--- config.mk ---
export PLATFORM = sky130hd
export DESIGN_NAME = efs_status_top
export DESIGN_NICKNAME = d
export VERILOG_FILES = /design/src/common/efs_pkg.sv /design/src/common/efs_pers_if.sv /design/src/hw/efs_persist.sv /design/src/hw/efs_status_top.sv
export SDC_FILE = /design/constraint.sdc
export NUM_CORES = 1
export LEC_CHECK = 0
export ABC_AREA = 1
export BUFFER_PORTS_ARGS = -buffer_cell sky130_fd_sc_hd__clkbuf_2
export CAP_MARGIN = 20
export CORE_ASPECT_RATIO = 0.5
export CORE_UTILIZATION = 55
export DETAILED_ROUTE_END_ITERATION = 10
export PLACE_DENSITY = 0.77
export REMOVE_ABC_BUFFERS = 1
export SLEW_MARGIN = 30
export SYNTH_ARGS = -nofsm -noshare
export SYNTH_HDL_FRONTEND = slang
export SYNTH_SLANG_ARGS = --single-unit
--- constraint.sdc ---
create_clock -name i_mclk -period 1.7 [get_ports i_mclk]
set_input_delay 0.17 -clock i_mclk [delete_from_list [all_inputs] [get_ports i_mclk]]
set_output_delay 0.17 -clock i_mclk [all_outputs]
set_load 0.01 [all_outputs]
--- src/common/efs_pkg.sv ---
// shared constants for the e1 framer status readout
// Behaviour
// - line alarm sets after 100 ms of all-ones while out of frame, clears after 100 ms
// - spare capture: bit 7 alignment international bit, bits 6..0 non-alignment bits
// - spare capture refreshed after slot 0 of each non-alignment frame, valid two frames
// - a read latches the spare capture; bits may come from different frames
// - non-alignment byte: international, fixed one, remote alarm, national 0..4
// - slot 16 positions 5..8 of multiframe frame 0 go to register bits 3..0
// - extra-bit capture updated once per signaling multiframe, valid one multiframe
// - crc errors counted to 10 bits, moved each second: low byte, then bits 9..8
// - fresh flag set on count transfer, cleared by reading the upper count register
// - overwritten flag set when a transfer beats the read, cleared by upper read
// - the one-second crc interval is timed internally, never by outside requests
// - slot 16 detect event: two all-ones slot 16 bytes while multiframe is lost
// - interval counter up with event, down without; alarm at 22, removed at 0
// - slot 16 change flag set on each alarm toggle, cleared when its register is read
// - with the enable set, every slot 16 alarm change raises the interrupt
// - slot 16 alarm follows about 3 ms of all-ones presence and absence
// - four channel copies of each register, spaced 080H apart from the first
// - frame-lost input is true while basic alignment is lost
// - multiframe-lost input is true while signaling multiframe alignment is lost
package efs_pkg;
    localparam int NUM_CH = 4;
    localparam int CH_LSB = 7;
    localparam logic [6:0] OFS_SPARE = 7'h28;
    localparam logic [6:0] OFS_EXTRA = 7'h29;
    localparam logic [6:0] OFS_CNT_LO = 7'h2A;
    localparam logic [6:0] OFS_CNT_HI = 7'h2B;
    localparam logic [6:0] OFS_S16 = 7'h2C;
    localparam int FRAME_NS = 125000;
    localparam int SECOND_MS = 1000;
    localparam int LINE_ALARM_MS = 100;
    localparam int FRAMES_PER_SEC = SECOND_MS * 1000000 / FRAME_NS;
    localparam int LINE_ALARM_FRAMES = LINE_ALARM_MS * 1000000 / FRAME_NS;
    localparam int S16_DECLARE = 22;
    localparam int CNT_W = 10;
    localparam int NA_INTL_BIT = 7;
    localparam int NA_RA_BIT = 5;
    localparam int CNT_OVR_BIT = 7;
    localparam int CNT_FRESH_BIT = 6;
    localparam int S16_EN_BIT = 6;
    localparam int S16_CHG_BIT = 5;
    localparam int S16_ALARM_BIT = 4;
    localparam logic S16_EN_RST = 1'b0;
    localparam logic FLAG_RST = 1'b0;
    localparam logic [7:0] ALL_ONES = 8'hFF;
endpackage

--- src/common/efs_pers_if.sv ---
// persistence timer hookup: frame tick, raw condition, filtered alarm
`timescale 1ns/1ps
interface efs_pers_if;
    logic tick;
    logic cond;
    logic alarm;
    modport core (input tick, input cond, output alarm);
    modport user (output tick, output cond, input alarm);
endinterface

--- src/hw/efs_persist.sv ---
// persistence filter: alarm follows a condition held for a number of frames
`timescale 1ns/1ps
module efs_persist #(
    parameter int FRAMES = efs_pkg::LINE_ALARM_FRAMES
) (
    input wire logic i_mclk,
    input wire logic i_rst_n,
    efs_pers_if.core pif
);
    import efs_pkg::*;

    localparam int W = $clog2(FRAMES + 1);

    logic [W-1:0] cnt_r;
    logic alarm_r;

    initial begin
        if (FRAMES < 1) begin
            $error("efs_persist: FRAMES must be at least 1");
        end
    end

    // count consecutive frames that disagree with the present alarm state
    always_ff @(posedge i_mclk) begin
        if (!i_rst_n) begin
            cnt_r <= '0;
            alarm_r <= 1'b0;
        end else if (pif.tick) begin
            if (pif.cond == alarm_r) begin
                cnt_r <= '0;
            end else if (cnt_r == W'(FRAMES - 1)) begin
                cnt_r <= '0;
                alarm_r <= pif.cond;
            end else begin
                cnt_r <= cnt_r + 1'b1;
            end
        end
    end

    assign pif.alarm = alarm_r;
endmodule

--- src/hw/efs_status_top.sv ---
// receive framer status readout for four e1 channels
`timescale 1ns/1ps
module efs_status_top #(
    parameter int NCH = efs_pkg::NUM_CH,
    parameter int FRAMES_PER_SEC = efs_pkg::FRAMES_PER_SEC,
    parameter int LINE_ALARM_FRAMES = efs_pkg::LINE_ALARM_FRAMES
) (
    input wire logic i_mclk,
    input wire logic i_rst_n,
    input wire logic [NCH-1:0] i_frame_strobe,
    input wire logic [NCH-1:0] i_ts0_strobe,
    input wire logic [NCH-1:0] i_ts16_strobe,
    input wire logic [NCH-1:0][7:0] i_slot_byte,
    input wire logic [NCH-1:0] i_alignment_frame,
    input wire logic [NCH-1:0] i_mf_frame0,
    input wire logic [NCH-1:0] i_frame_lost,
    input wire logic [NCH-1:0] i_mf_lost,
    input wire logic [NCH-1:0] i_line_ones,
    input wire logic [NCH-1:0] i_crc_err,
    input wire logic [8:0] i_addr,
    input wire logic [7:0] i_wdata,
    input wire logic i_wr,
    input wire logic i_rd,
    output logic [7:0] o_rdata,
    output logic [NCH-1:0] o_line_alarm,
    output logic [NCH-1:0] o_slot16_alarm,
    output logic [NCH-1:0] o_slot16_irq
);
    import efs_pkg::*;

    localparam int SW = $clog2(FRAMES_PER_SEC + 1);
    localparam int IW = $clog2(S16_DECLARE + 1);

    initial begin
        if (NCH < 1 || NCH > 4) begin
            $error("efs_status_top: NCH must be 1 to 4");
        end
        if (FRAMES_PER_SEC < 2) begin
            $error("efs_status_top: FRAMES_PER_SEC must be at least 2");
        end
        if (LINE_ALARM_FRAMES < 1) begin
            $error("efs_status_top: LINE_ALARM_FRAMES must be at least 1");
        end
    end

    // register decode
    logic [1:0] sel_ch;
    logic [6:0] sel_ofs;
    logic ch_ok;
    logic [NCH-1:0] rd_cnt_hi;
    logic [NCH-1:0] rd_s16;
    logic [NCH-1:0] wr_s16;

    assign sel_ch = i_addr[8:CH_LSB];
    assign sel_ofs = i_addr[CH_LSB-1:0];
    assign ch_ok = (32'(sel_ch) < NCH);
    // channels at or above NCH decode to nothing, so they read as zero

    // each channel owns a 080H window, same offsets inside
    always_comb begin
        for (int c = 0; c < NCH; c++) begin
            rd_cnt_hi[c] = i_rd && ch_ok && (sel_ch == 2'(c)) && (sel_ofs == OFS_CNT_HI);
            rd_s16[c] = i_rd && ch_ok && (sel_ch == 2'(c)) && (sel_ofs == OFS_S16);
            wr_s16[c] = i_wr && ch_ok && (sel_ch == 2'(c)) && (sel_ofs == OFS_S16);
        end
    end

    // spare bit capture
    // the alignment international bit waits here for the next non-alignment frame
    logic [NCH-1:0] align_intl_r;
    logic [7:0] spare_r [NCH];

    always_ff @(posedge i_mclk) begin
        if (!i_rst_n) begin
            align_intl_r <= '0;
            for (int c = 0; c < NCH; c++) begin
                spare_r[c] <= 8'h00;
            end
        end else begin
            for (int c = 0; c < NCH; c++) begin
                if (i_ts0_strobe[c] && i_alignment_frame[c]) begin
                    align_intl_r[c] <= i_slot_byte[c][NA_INTL_BIT];
                end
                // non-alignment byte msb first: intl, fixed one, remote alarm, national 0..4
                if (i_ts0_strobe[c] && !i_alignment_frame[c]) begin
                    spare_r[c] <= {align_intl_r[c],
                                   i_slot_byte[c][NA_INTL_BIT],
                                   i_slot_byte[c][NA_RA_BIT],
                                   i_slot_byte[c][4:0]};
                end
            end
        end
    end

    // extra bits and remote multiframe alarm from slot 16 of multiframe frame 0
    // bit 3 extra 3, bit 2 remote multiframe alarm, bits 1..0 extra 1 and 0
    logic [3:0] extra_r [NCH];

    always_ff @(posedge i_mclk) begin
        if (!i_rst_n) begin
            for (int c = 0; c < NCH; c++) begin
                extra_r[c] <= 4'h0;
            end
        end else begin
            for (int c = 0; c < NCH; c++) begin
                if (i_ts16_strobe[c] && i_mf_frame0[c]) begin
                    extra_r[c] <= i_slot_byte[c][3:0];
                end
            end
        end
    end

    // one-second timebase from received frames, never from outside requests
    logic [SW-1:0] sec_cnt_r [NCH];
    logic [NCH-1:0] sec_end;

    always_comb begin
        for (int c = 0; c < NCH; c++) begin
            sec_end[c] = i_frame_strobe[c] && (sec_cnt_r[c] == SW'(FRAMES_PER_SEC - 1));
        end
    end

    always_ff @(posedge i_mclk) begin
        if (!i_rst_n) begin
            for (int c = 0; c < NCH; c++) begin
                sec_cnt_r[c] <= '0;
            end
        end else begin
            for (int c = 0; c < NCH; c++) begin
                if (sec_end[c]) begin
                    sec_cnt_r[c] <= '0;
                end else if (i_frame_strobe[c]) begin
                    sec_cnt_r[c] <= sec_cnt_r[c] + 1'b1;
                end
            end
        end
    end

    // crc error accumulator, saturating at the top of its range
    logic [CNT_W-1:0] crc_acc_r [NCH];
    logic [CNT_W-1:0] crc_hold_r [NCH];

    always_ff @(posedge i_mclk) begin
        if (!i_rst_n) begin
            for (int c = 0; c < NCH; c++) begin
                crc_acc_r[c] <= '0;
                crc_hold_r[c] <= '0;
            end
        end else begin
            for (int c = 0; c < NCH; c++) begin
                if (sec_end[c]) begin
                    crc_hold_r[c] <= crc_acc_r[c];
                    // an error on the boundary cycle belongs to the new second
                    crc_acc_r[c] <= CNT_W'(i_crc_err[c]);
                end else if (i_crc_err[c] && (crc_acc_r[c] != '1)) begin
                    crc_acc_r[c] <= crc_acc_r[c] + 1'b1;
                end
            end
        end
    end

    // fresh and overwritten flags: a transfer wins over a clearing read for the fresh flag, the read wins for the overwritten flag
    logic [NCH-1:0] fresh_r;
    logic [NCH-1:0] ovr_r;

    always_ff @(posedge i_mclk) begin
        if (!i_rst_n) begin
            fresh_r <= {NCH{FLAG_RST}};
            ovr_r <= {NCH{FLAG_RST}};
        end else begin
            for (int c = 0; c < NCH; c++) begin
                if (sec_end[c]) begin
                    fresh_r[c] <= 1'b1;
                    // a read in the transfer cycle returned the old flags, so it still clears
                    ovr_r[c] <= ~rd_cnt_hi[c] & (ovr_r[c] | fresh_r[c]);
                end else if (rd_cnt_hi[c]) begin
                    fresh_r[c] <= 1'b0;
                    ovr_r[c] <= 1'b0;
                end
            end
        end
    end

    // slot 16 all-ones detection while multiframe alignment is lost
    logic [NCH-1:0] s16_prev_ones_r;
    logic [NCH-1:0] s16_event_r;

    always_ff @(posedge i_mclk) begin
        if (!i_rst_n) begin
            s16_prev_ones_r <= '0;
            s16_event_r <= '0;
        end else begin
            for (int c = 0; c < NCH; c++) begin
                if (i_ts16_strobe[c]) begin
                    s16_prev_ones_r[c] <= (i_slot_byte[c] == ALL_ONES);
                end
                // one event flag per frame; the frame strobe opens a fresh interval
                if (i_frame_strobe[c]) begin
                    s16_event_r[c] <= 1'b0;
                end else if (i_ts16_strobe[c] && i_mf_lost[c] && s16_prev_ones_r[c]
                             && (i_slot_byte[c] == ALL_ONES)) begin
                    s16_event_r[c] <= 1'b1;
                end
            end
        end
    end

    // interval integrator: one interval per received frame
    // declare on the step into the top count, remove on the step down to zero
    logic [IW-1:0] s16_cnt_r [NCH];
    logic [NCH-1:0] s16_alarm_r;
    logic [NCH-1:0] s16_alarm_nxt;

    always_comb begin
        for (int c = 0; c < NCH; c++) begin
            s16_alarm_nxt[c] = s16_alarm_r[c];
            if (i_frame_strobe[c]) begin
                if (s16_event_r[c] && s16_cnt_r[c] == IW'(S16_DECLARE - 1)) begin
                    s16_alarm_nxt[c] = 1'b1;
                end else if (!s16_event_r[c] && s16_cnt_r[c] == IW'(1)) begin
                    s16_alarm_nxt[c] = 1'b0;
                end
            end
        end
    end

    always_ff @(posedge i_mclk) begin
        if (!i_rst_n) begin
            s16_alarm_r <= '0;
            for (int c = 0; c < NCH; c++) begin
                s16_cnt_r[c] <= '0;
            end
        end else begin
            s16_alarm_r <= s16_alarm_nxt;
            for (int c = 0; c < NCH; c++) begin
                if (i_frame_strobe[c]) begin
                    if (s16_event_r[c] && s16_cnt_r[c] != IW'(S16_DECLARE)) begin
                        s16_cnt_r[c] <= s16_cnt_r[c] + 1'b1;
                    end else if (!s16_event_r[c] && s16_cnt_r[c] != '0) begin
                        s16_cnt_r[c] <= s16_cnt_r[c] - 1'b1;
                    end
                end
            end
        end
    end

    // change flag and interrupt enable; a toggle wins over a clearing read
    logic [NCH-1:0] s16_chg_r;
    logic [NCH-1:0] s16_en_r;

    always_ff @(posedge i_mclk) begin
        if (!i_rst_n) begin
            s16_chg_r <= '0;
        end else begin
            for (int c = 0; c < NCH; c++) begin
                if (s16_alarm_nxt[c] != s16_alarm_r[c]) begin
                    s16_chg_r[c] <= 1'b1;
                end else if (rd_s16[c]) begin
                    s16_chg_r[c] <= 1'b0;
                end
            end
        end
    end

    always_ff @(posedge i_mclk) begin
        if (!i_rst_n) begin
            s16_en_r <= {NCH{S16_EN_RST}};
        end else begin
            for (int c = 0; c < NCH; c++) begin
                if (wr_s16[c]) begin
                    s16_en_r[c] <= i_wdata[S16_EN_BIT];
                end
            end
        end
    end

    assign o_slot16_irq = s16_chg_r & s16_en_r;
    assign o_slot16_alarm = s16_alarm_r;

    // line alarm: all-ones while out of frame, filtered over 100 ms of frames
    for (genvar g = 0; g < NCH; g++) begin : g_line
        efs_pers_if pif ();
        // the filter looks at the condition only at frame strobes
        assign pif.tick = i_frame_strobe[g];
        assign pif.cond = i_frame_lost[g] & i_line_ones[g];
        assign o_line_alarm[g] = pif.alarm;
        efs_persist #(
            .FRAMES(LINE_ALARM_FRAMES)
        ) u_line (
            .i_mclk(i_mclk),
            .i_rst_n(i_rst_n),
            .pif(pif.core)
        );
    end

    // read mux, sampled at the read strobe and held for the following cycle
    logic [7:0] rd_mux;
    // unused bits and unmapped offsets read as zero
    int ci;

    always_comb begin
        rd_mux = 8'h00;
        ci = 32'(sel_ch);
        if (ch_ok) begin
            case (sel_ofs)
                OFS_SPARE: begin
                    rd_mux = spare_r[ci];
                end
                OFS_EXTRA: begin
                    rd_mux = {4'h0, extra_r[ci]};
                end
                OFS_CNT_LO: begin
                    rd_mux = crc_hold_r[ci][7:0];
                end
                OFS_CNT_HI: begin
                    rd_mux = 8'h00;
                    rd_mux[CNT_OVR_BIT] = ovr_r[ci];
                    rd_mux[CNT_FRESH_BIT] = fresh_r[ci];
                    rd_mux[1:0] = crc_hold_r[ci][CNT_W-1:8];
                end
                OFS_S16: begin
                    rd_mux = 8'h00;
                    rd_mux[S16_EN_BIT] = s16_en_r[ci];
                    rd_mux[S16_CHG_BIT] = s16_chg_r[ci];
                    rd_mux[S16_ALARM_BIT] = s16_alarm_r[ci];
                end
                default: begin
                    rd_mux = 8'h00;
                end
            endcase
        end
    end

    always_ff @(posedge i_mclk) begin
        if (!i_rst_n) begin
            o_rdata <= 8'h00;
        end else if (i_rd) begin
            // sampled at the read edge, so the answer cannot change while it stands
            o_rdata <= rd_mux;
        end else begin
            o_rdata <= 8'h00;
        end
    end
endmodule

==> metrics.txt <==
Hold Violations, Final 0; CP most frequent cell dlygate4sd3_1; DRT Wirelength 37.0 mm; RD Place Congestion 0.918; Synth Instances 1894; Worst EP required 2200 ps; period utilization 96.5%; 1st-iter DRT viols 1052; Buf/Inv on CP 4; element type at the critical path end flip-flop; vias in the first global route 12600; Synth area leader edfxtp_1; M3 GR Usage 3.15%; GRT busiest layer met2; Worst VDD drop 0.810 mV; CP peak stage delay 560 ps; clk_lat worst skew 560 ps; chip height 120 um; GR Layer Usage met1 34.3%; Syn Area/Cell 8.13 sq um; Via density 5.19; number of synthesis warnings 0; Final HPWL DP 25.4 mm; CTS tree built; Ports 109; post-route insts no fill 2540; flops & latches, synth 284; Cell Rows 42; vias post-DR 13200; wire length of the first global-routing pass 59.7 mm; dpl ws -30.2 ps; Area growth syn-to-layout 20.8%; PwrDens 865 nW/um^2; residual DRC count 0; CP max stage cell dlygate4sd3_1; f_max 610 MHz; Largest delay share family, worst path buffers and inverters; min Tclk post-route 1640 ps; Core Area 27000 sq um; starting density of the core 57.1%; Post-Route Skew 11.3 ps; clk sinks 284; max-slew violations 0; Pwr Total 16.1 mW; synth top area cells edfxtp_1, nand2_1, dfxtp_1; CP Launch Type input port; worst setup path class in2reg; CP cell instances dlygate4sd3_1, clkbuf_2, nand2_2, dlygate4sd3_1, a21oi_1, dlygate4sd3_1; Post-Syn Area 15400 sq um; Detail Route Antenna Nets 0; overall track demand over capacity in global routing 25.7%; largest net degree at the start of global routing 21; H-tree Lvls 1; dpl cells 2424; status completed; Total Negative Setup Slacks 0 ps; Pleak 8.09 nW; total grt overflow 0; area share of the leading cell type in the synthesized netlist 39.0%; DRT Pass-1 Iters 5; die extent in x 239 um; RSZ-0062 raised after global routing true; GR Util met2 43.6%; Cell variety after synth 51; initial antenna violation count 0; Final Worst Setup Slack 59.5 ps; Final #Nets 2267; die area 28700 sq um; normalized max-slew margin 59.6%; Setup violations, final 0; critical path fanouts, max 2; clock root cell clkbuf_16; post-DR wirelength/cell 14.5 um; fill count 2007; Num CTS Buffers 26; Max-Cap Viols 0; CTS clock-pin slew for the worst setup and hold paths 70 ps; actual slew at the worst max-slew pin 605 ps; Seq/Total Area, Yosys 49.9%; hold crit path type in2reg; share of layout cells above drive strength 1 15.3%; CTS Buffer Depth 3; CP arrival 2140 ps; I/O Buffers 101; post-route core utilization 69.0%
[power by group]
group | internal (mW) | total [mW] | switching, mW
Sequential | 7.77 | 8.01 | 0.237
Clock | 3.64 | 6.33 | 2.68
Combinational | 0.722 | 1.77 | 1.05
Total | 12.1 | 16.1 | 3.97
[layout by cell type (no fill, tap or decap), types with 7 or more instances in the layout]
cell           count
dlygate4sd3_1     57
xor2_1            65
nor2_4             8
buf_4            102
nand2_1          508
xnor2_1           23
nor2_1           277
nor3_1            34
clkbuf_16         26
nand3_1          142
inv_1            238
o21ai_0           48
clkbuf_2         100
inv_2              7
nand2_2            9
edfxtp_1         200
nand4_1           19
dfxtp_1           84
nor2_2            16
nand3_2           11
a21oi_1           60
ha_1              31
[path summary, 6_finish.rpt]
check        slack (ps)  depth (start not counted)            startpoint                    endpoint
max                  60                          6  i_alignment_frame[0]             align_intl_r[0]
max reg2reg          60                          7       sec_cnt_r[3][0]            sec_cnt_r[3][11]
min                  30                          4        i_line_ones[0]  g_line[0].u_line.pif.alarm
min reg2reg         470                          2              ovr_r[0]                    ovr_r[0]
[timing repair]
item / 4_1_cts / 5_1_grt
pin swaps: 1 / 7
buffers inserted: 0 / 11
endpoints found under the hold margin: 62 / 0
setup endpoints to repair: 27 / 186
gates resized for setup: 3 / 36
hold buffers: 59 / 0
[flip-flops by register name, indices dropped and copies added (netlist names)]
register	cells
sec_cnt_r	52
crc_acc_r	40
crc_hold_r	40
g_line.u_line.cnt_r	40
spare_r	32
s16_cnt_r	20
extra_r	16
o_rdata	8
align_intl_r	4
fresh_r	4
g_line.u_line.pif.alarm	4
o_slot16_alarm	4
ovr_r	4
s16_chg_r	4
s16_en_r	4
s16_event_r	4
s16_prev_ones_r	4
[layer usage]
metal,vias to the layer above,part of all wire [%]
met2,401,48
li1,6602,-
met3,104,5.1
met5,-,0
met4,0,3.5
met1,6077,44
[cells in the mapped netlist (all sizes together)]
| cell type | instances |
|---|---|
| edfxtp | 200 |
| o22ai | 3 |
| ha | 32 |
| nand3b | 4 |
| nand4 | 22 |
| a31oi | 2 |
| clkbuf | 3 |
| mux2i | 3 |
| nand3 | 157 |
| nor3b | 8 |
| o2111ai | 1 |
| nor3 | 41 |
| nor4 | 1 |
| xor2 | 65 |
| a21oi | 62 |
| or2 | 2 |
| and3 | 4 |
| a22o | 1 |
| o21bai | 6 |
| nor2 | 301 |
| o21ai | 57 |
| a22oi | 1 |
| o21a | 1 |
| clkinv | 1 |
| inv | 247 |
| nand2 | 521 |
| o31ai | 1 |
| xnor2 | 23 |
| dfxtp | 84 |
| a32oi | 1 |
| buf | 39 |
[cell families after synthesis]
group | count (synthesis) | share of synthesized area, %
buffers and inverters | 290 | 7.94
AO/OA/AOI/OAI | 136 | 4.80
AND/OR/NAND/NOR | 1061 | 29.6
adder cells (fa/ha/maj) | 32 | 2.60
flip-flops | 284 | 49.9
XOR/XNOR | 88 | 5.00
multiplexers | 3 | 0.195
[area by class of cell]
| type | count | area (sq um) | share of cell area, % |
|---|---|---|---|
| antenna | 1 | 2.50 | 0.0134 |
| clock buffer | 33 | 687 | 3.69 |
| clock inverter | 14 | 215 | 1.16 |
| inverter | 248 | 937 | 5.04 |
| multi-input combinational | 1320 | 6640 | 35.7 |
| sequential | 284 | 7690 | 41.3 |
| tap | 374 | 468 | 2.51 |
| timing repair buffer | 266 | 1970 | 10.6 |
[worst min-delay path, delay by kind of cell]
family / cells / cell delay, ps
AND/OR/NAND/NOR: 3 / 290
buffers and inverters: 1 / 70
[through the flow]
| step | hold WS (ps) | area [sq um] |
|---|---|---|
| floorplan | 265 | 15100 |
| global placement | 434 | 16900 |
| detailed placement | 438 | 16900 |
| CTS | 6.86 | 18400 |
| global route | 47.0 | 18600 |
| finish | 26.6 | 18600 |
Power figures use the tool's default switching activity.
